`config.mk`:
```
export PLATFORM = sky130hd
export DESIGN_NAME = dhc_ctrl
export DESIGN_NICKNAME = d
export VERILOG_FILES = /design/src/dhc_pkg.sv /design/src/dhc_sync_if.sv /design/src/dhc_sync.sv /design/src/dhc_ctrl.sv
export SDC_FILE = /design/constraint.sdc
export NUM_CORES = 1
export LEC_CHECK = 0
export BUFFER_PORTS_ARGS = -buffer_cell sky130_fd_sc_hd__clkbuf_2
export CORE_AREA = 2 2 94 96
export CTS_BUF_LIST = sky130_fd_sc_hd__clkbuf_16
export CTS_CLUSTER_DIAMETER = 60
export DETAILED_ROUTE_END_ITERATION = 10
export DIE_AREA = 0 0 96 98
export PLACE_DENSITY = 0.87
export SYNTH_ARGS = -nofsm -noshare
export SYNTH_HDL_FRONTEND = slang
export SYNTH_HIERARCHICAL = 1
export SYNTH_SLANG_ARGS = --single-unit
```
`constraint.sdc`:
```
create_clock -name mclk -period 3.53 [get_ports mclk]
set_clock_uncertainty 0.05 [all_clocks]
set_input_delay 0.5295 -clock mclk [delete_from_list [all_inputs] [get_ports mclk]]
set_output_delay 0.5295 -clock mclk [all_outputs]
set_load 0.01 [all_outputs]
```
`src/dhc_pkg.sv`:
```
// Constants and types for the page-mode dynamic memory host controller
// Summary of operation
// - 18-bit cell address goes out as two 9-bit halves, each set before its strobe.
// - Write select high means read, low means write.
// - Page bursts read, write or read-modify-write inside one row only.
// - Burst opens row then column; column strobe toggles with new columns.
// - Raising row strobe ends the page burst.
// - Controller strobes all 512 rows within every 8 ms.
package dhc_pkg;
   localparam int ROW_W         = 9;
   localparam int ADDR_W        = 18;
   localparam int DATA_W        = 4;
   localparam int ROWS          = 512;
   localparam int CLK_MHZ       = 50;
   localparam int CLK_NS        = 20;
   localparam int SYNC_STAGES   = 2;
   localparam int TMR_W         = 8;
   localparam int PAGE_GUARD    = 16;
   // Device timing, least values unless noted
   localparam int T_RP_NS       = 50;
   localparam int T_RCD_NS      = 20;
   localparam int T_CAS_NS      = 20;
   localparam int T_CP_NS       = 10;
   localparam int T_RAS_NS      = 70;
   localparam int T_RAC_NS      = 70;
   localparam int T_OE_NS       = 20;
   localparam int T_WP_NS       = 35;
   localparam int T_CSR_NS      = 15;
   localparam int T_RAS_MAX_NS  = 100000;
   localparam int T_REF_MS      = 8;
   localparam int C_RP          = (T_RP_NS + CLK_NS - 1) / CLK_NS;
   localparam int C_RCD         = (T_RCD_NS + CLK_NS - 1) / CLK_NS;
   localparam int C_CAS         = (T_CAS_NS + CLK_NS - 1) / CLK_NS;
   localparam int C_CP          = (T_CP_NS + CLK_NS - 1) / CLK_NS;
   localparam int C_RAS         = (T_RAS_NS + CLK_NS - 1) / CLK_NS;
   localparam int C_RAC         = (T_RAC_NS + CLK_NS - 1) / CLK_NS;
   localparam int C_OE          = (T_OE_NS + CLK_NS - 1) / CLK_NS;
   localparam int C_WP          = (T_WP_NS + CLK_NS - 1) / CLK_NS;
   localparam int C_CSR         = (T_CSR_NS + CLK_NS - 1) / CLK_NS;
   localparam int C_RD          = C_RAC + SYNC_STAGES;
   localparam int C_WR          = (C_WP > C_CAS) ? C_WP : C_CAS;
   localparam int C_RAS_MAX     = T_RAS_MAX_NS / CLK_NS;
   // Milliseconds to microseconds, then cycles per microsecond
   localparam int C_REF_PERIOD  = T_REF_MS * 1000 * CLK_MHZ;
   typedef enum logic [1:0] {DHC_OP_READ, DHC_OP_WRITE, DHC_OP_RMW} dhc_op_t;
endpackage

```
`src/dhc_sync_if.sv`:
```
// Carrier between the pin sampler and the controller
`timescale 1ns/1ps
interface dhc_sync_if #(parameter int W = 4);
   logic [W-1:0] async_in;
   logic [W-1:0] sync_out;
   modport src (output async_in, input sync_out);
   modport snk (input async_in, output sync_out);
endinterface

```
`src/dhc_sync.sv`:
```
// Two-stage synchroniser for the data pin inputs
`timescale 1ns/1ps
module dhc_sync #(parameter int W = 4)
(
   input  wire logic mclk,
   input  wire logic sys_rst,
   dhc_sync_if.snk   sif
);
   import dhc_pkg::*;
   typedef struct packed {
      logic [W-1:0] meta;
      logic [W-1:0] stab;
   } dhc_sync_st_t;
   dhc_sync_st_t q;
   dhc_sync_st_t d;

   always_comb
   begin
      d      = q;
      d.meta = sif.async_in;
      d.stab = q.meta;
   end

   always_ff @(posedge mclk)
   begin
      if (sys_rst)
      begin
         q <= '0;
      end
      else
      begin
         q <= d;
      end
   end

   assign sif.sync_out = q.stab;
endmodule

```
`src/dhc_ctrl.sv`:
```
// Host controller driving an asynchronous page-mode dynamic memory
`timescale 1ns/1ps
module dhc_ctrl #(
   parameter int REF_PERIOD_CYC = dhc_pkg::C_REF_PERIOD,
   parameter int RAS_MAX_CYC    = dhc_pkg::C_RAS_MAX
)
(
   input  wire logic                         mclk,
   input  wire logic                         sys_rst,
   input  wire logic                         req_valid,
   output logic                              req_ready,
   input  wire dhc_pkg::dhc_op_t             req_op,
   input  wire logic [dhc_pkg::ADDR_W-1:0]   req_addr,
   input  wire logic [dhc_pkg::DATA_W-1:0]   req_wdata,
   output logic                              rsp_valid,
   output logic [dhc_pkg::DATA_W-1:0]        rsp_rdata,
   output logic                              row_strobe_n,
   output logic                              column_strobe_n,
   output logic                              write_select_n,
   output logic                              output_gate_n,
   output logic [dhc_pkg::ROW_W-1:0]         mux_address_lines,
   output logic [dhc_pkg::DATA_W-1:0]        data_pins_o,
   output logic                              data_pins_oe,
   input  wire logic [dhc_pkg::DATA_W-1:0]   data_pins_i
);
   import dhc_pkg::*;
   localparam int REF_INT = REF_PERIOD_CYC / ROWS;
   localparam int RCNT_W  = $clog2(REF_PERIOD_CYC + 1);
   localparam int ACNT_W  = $clog2(RAS_MAX_CYC + 1);

   typedef enum {ST_IDLE, ST_RAS, ST_RCD, ST_CAS, ST_CWAIT, ST_TURN, ST_LATEWE,
                 ST_CP, ST_CLOSE, ST_PRE, ST_CBR_RAS, ST_CBR_HOLD} dhc_st_t;
   typedef struct packed {
      dhc_st_t                st;
      logic [TMR_W-1:0]       tmr;
      logic [ACNT_W-1:0]      ras_cnt;
      logic [RCNT_W-1:0]      ref_cnt;
      logic                   ref_pend;
      dhc_op_t                op;
      logic [ROW_W-1:0]       row;
      logic [ROW_W-1:0]       col;
      logic [DATA_W-1:0]      wdata;
      logic [DATA_W-1:0]      rdata;
      logic                   rsp;
      logic                   ras;
      logic                   cas;
      logic                   we;
      logic                   oe;
      logic [ROW_W-1:0]       addr;
      logic [DATA_W-1:0]      dq;
      logic                   dq_en;
   } dhc_ctrl_st_t;

   dhc_ctrl_st_t q;
   dhc_ctrl_st_t d;
   logic         page_hit;
   logic         accept;
   dhc_sync_if #(.W(DATA_W)) sif ();

   assign sif.async_in = data_pins_i;

   dhc_sync #(.W(DATA_W)) u_sync (
      .mclk    (mclk),
      .sys_rst (sys_rst),
      .sif     (sif)
   );

   // Same row, no refresh waiting, row still well inside its longest low time
   assign page_hit = (q.st == ST_CP) && (q.tmr == '0) && !q.ref_pend
                     && (req_addr[ADDR_W-1:ROW_W] == q.row)
                     && (q.ras_cnt < ACNT_W'(RAS_MAX_CYC - PAGE_GUARD));
   assign req_ready = ((q.st == ST_IDLE) && !q.ref_pend) || page_hit;
   assign accept    = req_valid && req_ready;

   always_comb
   begin
      d     = q;
      d.rsp = 1'b0;
      if (q.tmr != '0)
      begin
         d.tmr = q.tmr - 1'b1;
      end
      // Row-low time, saturating
      if (!q.ras)
      begin
         d.ras_cnt = '0;
      end
      else if (q.ras_cnt != ACNT_W'(RAS_MAX_CYC))
      begin
         d.ras_cnt = q.ras_cnt + 1'b1;
      end
      // Distributed refresh tick
      if (q.ref_cnt == '0)
      begin
         d.ref_cnt  = RCNT_W'(REF_INT - 1);
         d.ref_pend = 1'b1;
      end
      else
      begin
         d.ref_cnt = q.ref_cnt - 1'b1;
      end
      if (accept)
      begin
         d.op    = req_op;
         d.row   = req_addr[ADDR_W-1:ROW_W];
         d.col   = req_addr[ROW_W-1:0];
         d.wdata = req_wdata;
      end
      unique case (q.st)
         ST_IDLE:
         begin
            if (q.ref_pend)
            begin
               d.cas = 1'b1;
               d.tmr = TMR_W'(C_CSR);
               d.st  = ST_CBR_RAS;
            end
            else if (accept)
            begin
               d.addr = req_addr[ADDR_W-1:ROW_W];
               d.st   = ST_RAS;
            end
         end
         ST_RAS:
         begin
            d.ras = 1'b1;
            d.tmr = TMR_W'(C_RCD);
            d.st  = ST_RCD;
         end
         ST_RCD:
         begin
            if (q.tmr == '0)
            begin
               d.addr  = q.col;
               d.we    = (q.op == DHC_OP_WRITE);
               d.oe    = (q.op != DHC_OP_WRITE);
               d.dq    = q.wdata;
               d.dq_en = (q.op == DHC_OP_WRITE);
               d.st    = ST_CAS;
            end
         end
         ST_CAS:
         begin
            d.cas = 1'b1;
            d.tmr = (q.op == DHC_OP_WRITE) ? TMR_W'(C_WR) : TMR_W'(C_RD);
            d.st  = ST_CWAIT;
         end
         ST_CWAIT:
         begin
            if (q.tmr == '0)
            begin
               if (q.op != DHC_OP_WRITE)
               begin
                  d.rdata = sif.sync_out;
               end
               if (q.op == DHC_OP_RMW)
               begin
                  // Release the gate before taking the pins back
                  d.oe  = 1'b0;
                  d.tmr = TMR_W'(C_OE);
                  d.st  = ST_TURN;
               end
               else
               begin
                  d.cas   = 1'b0;
                  d.we    = 1'b0;
                  d.oe    = 1'b0;
                  d.dq_en = 1'b0;
                  d.rsp   = 1'b1;
                  d.tmr   = TMR_W'(C_CP);
                  d.st    = ST_CP;
               end
            end
         end
         ST_TURN:
         begin
            if (q.tmr == '0)
            begin
               d.dq_en = 1'b1;
               d.st    = ST_LATEWE;
            end
         end
         ST_LATEWE:
         begin
            d.we  = 1'b1;
            d.op  = DHC_OP_WRITE;
            d.tmr = TMR_W'(C_WP);
            d.st  = ST_CWAIT;
         end
         ST_CP:
         begin
            if (q.tmr == '0)
            begin
               if (accept)
               begin
                  d.st = ST_RCD;
               end
               else
               begin
                  d.st = ST_CLOSE;
               end
            end
         end
         ST_CLOSE:
         begin
            if (q.ras_cnt >= ACNT_W'(C_RAS))
            begin
               d.ras = 1'b0;
               d.tmr = TMR_W'(C_RP);
               d.st  = ST_PRE;
            end
         end
         ST_PRE:
         begin
            if (q.tmr == '0)
            begin
               d.st = ST_IDLE;
            end
         end
         ST_CBR_RAS:
         begin
            if (q.tmr == '0)
            begin
               d.ras = 1'b1;
               d.tmr = TMR_W'(C_RAS);
               d.st  = ST_CBR_HOLD;
            end
         end
         ST_CBR_HOLD:
         begin
            if (q.tmr == '0)
            begin
               d.ras = 1'b0;
               d.cas = 1'b0;
               d.tmr = TMR_W'(C_RP);
               d.st  = ST_PRE;
               // A tick landing now keeps its request
               d.ref_pend = (q.ref_cnt == '0);
            end
         end
      endcase
   end

   always_ff @(posedge mclk)
   begin
      if (sys_rst)
      begin
         q <= '0;
      end
      else
      begin
         q <= d;
      end
   end

   assign row_strobe_n      = ~q.ras;
   assign column_strobe_n   = ~q.cas;
   assign write_select_n    = ~q.we;
   assign output_gate_n     = ~q.oe;
   assign mux_address_lines = q.addr;
   assign data_pins_o       = q.dq;
   assign data_pins_oe      = q.dq_en;
   assign rsp_valid         = q.rsp;
   assign rsp_rdata         = q.rdata;

   // Cycles since the last refresh strobe
   logic [RCNT_W:0] since_ref_q;
   always_ff @(posedge mclk)
   begin
      if (sys_rst || (q.st == ST_CBR_HOLD && q.tmr == '0))
      begin
         since_ref_q <= '0;
      end
      else if (since_ref_q != '1)
      begin
         since_ref_q <= since_ref_q + 1'b1;
      end
   end
endmodule

```
* After elaboration in Yosys (flattened, before gate mapping)
Cells that the tools add are included.
** Word-level totals
- Word-level logic and storage cells :: 138
- Input bits :: 31
- Register bits :: 128
- Output and inout bits :: 24
** Operators by class
- Mux-type cells :: 41
- Bitwise operators :: 6
- Reductions and logical operators :: 34
- Equality and inequality tests :: 30
- Add/subtract/negate cells :: 3
- Magnitude comparators :: 2
** Operators by type and width (number)
- $pmux W32 S11 :: 1
- $mux W32 :: 6
- $eq A32 B4 Y1 const B :: 5
- $mux W40 :: 4
- $eq A32 B3 Y1 const B :: 4
- $eq A32 B2 Y1 const B :: 2
- $logic_not A32 Y1 :: 2
- $pmux W8 S8 :: 1
- $eq A32 B1 Y1 const B :: 1
- $ne A2 B2 Y1 const B :: 12
- $mux W23 :: 1
- $mux W10 :: 2
- $logic_not A19 Y1 :: 1
- $sub A19 B1 Y19 const B :: 1
- $mux W9 :: 2
- $pmux W9 S2 :: 1
- $mux W16 :: 1
- $mux W8 :: 2
- $add A13 B1 Y13 const B :: 1
- $ge A13 B3 Y1 const B :: 1
- $lt A13 B13 Y1 const B :: 1
- $ne A13 B13 Y1 const B :: 1
- $reduce_and A4 Y1 :: 3
- $mux W1 :: 10
- other kinds (27) :: 50

* Logic depth before layout (Yosys ltp)
- Depth in word-level cells :: 10
- Mapped depth :: 11

* By module
Netlist, hierarchy kept.
** By module, submodules not included
- dhc_ctrl :: instances 1, cells each 547, seq. area each 1841.8 µm², area each 4561.9 µm²
- dhc_sync :: instances 1, cells each 16, seq. area each 160.2 µm², area each 210.2 µm²

* Least setup slack after synthesis
Ideal clock, no wire load.
- Path kind :: input to register
- From :: input req_addr[17] (netlist bit)
- To :: register q[46] (netlist bit)
- Stages :: 6
- Path slack :: 0.982 ns
- Arrival time :: 2.383 ns
- Cell sequence :: xor2_1 -> or3_1 -> or4_4 -> o31ai_4 -> mux2_1 -> and3_1
** On the way
- Cells in the longest elaborated chain, start to end :: 5
** Ends and longest elaborated chain
- start: declaration :: line dhc_ctrl.sv:13 : input wire logic [dhc_pkg::ADDR_W-1:0] req_addr,
- $eq A9 B9 Y1 :: line dhc_ctrl.sv:70 : && (req_addr[ADDR_W-1:ROW_W] == q.row)
- $logic_and A1 B1 Y1 :: line dhc_ctrl.sv:70
- $logic_and A1 B1 Y1 :: line dhc_ctrl.sv:71 : && (q.ras_cnt < ACNT_W'(RAS_MAX_CYC - PAGE_GUARD));
- $logic_or A1 B1 Y1 :: line dhc_ctrl.sv:72 : assign req_ready = ((q.st == ST_IDLE) && !q.ref_pend) || page_hit;
- $logic_and A1 B1 Y1 :: line dhc_ctrl.sv:73 : assign accept = req_valid && req_ready;
- end signal: assignment :: line dhc_ctrl.sv:248 : q <= '0;
- end signal: assignment :: line dhc_ctrl.sv:252 : q <= d;
- end: declaration :: line dhc_ctrl.sv:54 : dhc_ctrl_st_t q;
Every way passes these cells.
A chain may end at the register's enable or synchronous reset.

* Worst setup path after layout
- From :: register q[80] (netlist bit)
- To :: output req_ready
** On the way
- Cells in the longest elaborated chain, start to end :: 6
** Ends and longest elaborated chain
- $logic_not A8 Y1
- $logic_and A1 B1 Y1 (2 in a row) :: line dhc_ctrl.sv:69 : assign page_hit = (q.st == ST_CP) && (q.tmr == '0) && !q.ref_pend
- $logic_and A1 B1 Y1 :: line dhc_ctrl.sv:70
- $logic_and A1 B1 Y1 :: line dhc_ctrl.sv:71
- $logic_or A1 B1 Y1 :: line dhc_ctrl.sv:72
- end: declaration :: line dhc_ctrl.sv:11 : output logic req_ready,
Every way passes these cells.

==> flow_summary.yaml <==
run_status:
  status: "finished clean"
timing:
  hold_violations: 0
  slew_headroom_pct: 58.0
  setup_viol: 0
  tightestPinTransition_ps: 624
  finalCritPeriodShare_pct: 87.2
  rsz0062_at_grt: "false"
  setup_tns_ps: 0
  fmaxAchievable_ghz: 0.325
  finalMaxSlewViolations: 0
  min_period_ps: 3080
critical_path:
  path_delay_family: "simple AND/OR/NAND/NOR gates"
  required_ps: 2950
  path_buf_inv: 2
  critical_path_class: "reg -> out"
  critPathCaptureType: "primary output"
  max_stage_delay_ps: 470
  cp_slowest_cell: "or4_4"
  cp-start-kind: "register"
  critPathMaxFanout: 3
  worstPathCellList: "inv_1 -> ha_1 -> nor4b_2 -> nand4_1 -> or4_4 -> o21ai_0 -> clkbuf_2"
  arrival_ps: 2500
synthesis:
  ys_types: 54
  ys_seq_elements: 100
  netlist.area_leader.share_pct: 42.0
  yosysMostFrequentCell: "dfxtp_1"
  syn_nets: 600
  synth_edf_count: 0
  synthCells: 563
  netlist_area_mm2: 0.00477
  ys_seq_area_share_pct: 42.0
  ys_async_sr_fraction_pct: 0
  yosys.area.top_type: "dfxtp_1"
  synthFlopType: "dfxtp_1"
  avgSynthCellArea_um2: 8.48
  ys_warn_count: 6
  ys_top_cells_by_area: "dfxtp_1, nor2_1, mux2i_1, xnor2_1, nand2_1"
  synth_common_cells: "dfxtp_1, nor2_1, nand2_1, a21oi_1, mux2i_1"
cells_and_area:
  nets: 631
  stdcell_count: 707
  fillCellCount: 701
  drive_gt1_share_pct: 14.9
  antenna_cells: 0
  areaGrowthSynthToFinish_pct: 10.9
floorplanning:
  start_util_pct: 56.4
  core_area_mm2: 0.00847
  die-area_mm2: 0.00941
  fp-row-count: 34
  io-pin-count: 55
  chipWidth_um: 96
  dieHeight_um: 98
grt:
  gr-usage-met2_pct: 39.4
  antenna_found_initial: 0
  met3_usage_pct: 5.25
  grt_overflow_total: 0
  grt_start_max_net_pins: 51
  busiest_layer: "met2"
  met1_usage_pct: 29.6
  grt_usage_pct: 23.6
  grt_pass1_vias: 3920
  grt_pass1_wl_mm: 17.9
flow_run:
  cap_violations: 0
power_and_ir_drop:
  powerDensity_mw_per_mm2: 798
  ir_worst_vdd_v: 0.000439
  p_leak_nw: 2.09
clocking:
  cts_resized: 0
  cts_tree: "yes"
  cts_hold_buf: 0
  htreeDepth: 3
  clk_pin_slew_ps: 70
  clk_latency_ps: 350
  cts_buffers: 9
  ctsLongestPathBuffers: 2
  clockRootBuffer: "clkbuf_16"
  cts_setup_buffers: 0
  cts_sinks: 100
detailed_routing:
  drt_wl_total_mm: 10.6
  num_vias: 4044
  avgRoutedWirePerCell_um: 14.9
  antenna_left: 0
  first_pass_iters: 5
  drt_iter0_drc: 446
  drc: 0
  via_per_inst: 5.72
placed_design:
  placed_cells: 691
  dp_hpwl_mm: 7.32
  place.gp.congestion: 0.885
  io_buffer_count: 54
hold_path:
  hold_path.class: "in -> reg"
flip-flops by register name (all words and copies together), names as in the netlist:
name / count
rsp_valid: 1
rsp_rdata: 4
q: 73
data_pins_oe: 1
u_sync/d: 4
u_sync/sif.sync_out: 4
data_pins_o: 4
mux_address_lines: 9
power by group:
| part | internal, mW | switching, mW |
|---|---|---|
| sequential | 1.36 | 0.164 |
| clock | 0.489 | 0.447 |
| combinational | 0.716 | 1.04 |
| total | 2.57 | 1.65 |
through the flow:
stage / hold slack [ps] / utilization (%) / setup slack, ps / power [mW] / instance area [µm²]
2_1_floorplan: 364 / - / 982 / 2.91 / 4770
3_3_place_gp: 367 / 59.1 / 694 / 3.20 / 5000
3_5_place_dp: 373 / 59.1 / 644 / 3.27 / 5000
4_1_cts: 343 / 62.5 / 455 / 4.22 / 5290
5_1_grt: 346 / 62.5 / 305 / 4.53 / 5290
6_report: 344 / 62.5 / 452 / 4.22 / 5290
layer usage:
layer	wire, µm	share of wire [%]	vias up
met3	600	5.7	23
li1	-	-	2001
met1	4490	42	1886
met4	229	2.2	0
met2	5240	50	134
met5	0	0	-
final timing paths:
check,from,cells past startpoint,end,slack (ps)
max,q[80]$_SDFF_PP0_,7,req_ready,450
min reg2reg,u_sync/d[2]$_SDFF_PP0_,1,u_sync/sif.sync_out[2]$_SDFF_PP0_,390
max reg2reg,q[80]$_SDFF_PP0_,10,q[44]$_SDFFE_PP0P_,780
min,data_pins_i[1],2,u_sync/d[1]$_SDFF_PP0_,340
cell type report:
class,count,area (µm²),share of cell area (%)
clock inverter,7,60.1,1.14
multi-input combinational,402,2460,46.5
tap,108,135,2.55
clock buffer,9,225,4.26
timing repair buffer,64,345,6.53
inverter,17,63.8,1.21
sequential,100,2000,37.8
cells by family (layout without fill, tap and decap cells):
kind of cell             count (synthesis)  count (layout)  synth area share [%]
AO/OA/AOI/OAI                           94              94                  13.1
XOR/XNOR                                37              37                  6.79
adder cells (fa/ha/maj)                  6               6                  1.57
buffers and inverters                   61              97                  6.53
flip-flops                             100             100                  42.0
multiplexers                            29              29                  6.11
AND/OR/NAND/NOR                        236             236                  23.9
layout by cell type (no fill, tap or decap), types with 11 or more instances in the layout:
cell      instances
a311oi_1         11
nand2_1          47
xor2_1           14
dfxtp_1         100
nor2b_1          14
nand3_1          25
xnor2_1          23
inv_1            15
o21ai_0          21
clkbuf_2         54
nor2_1           86
a21oi_1          30
mux2i_1          28
No activity file was read; power rests on OpenSTA's default activity.
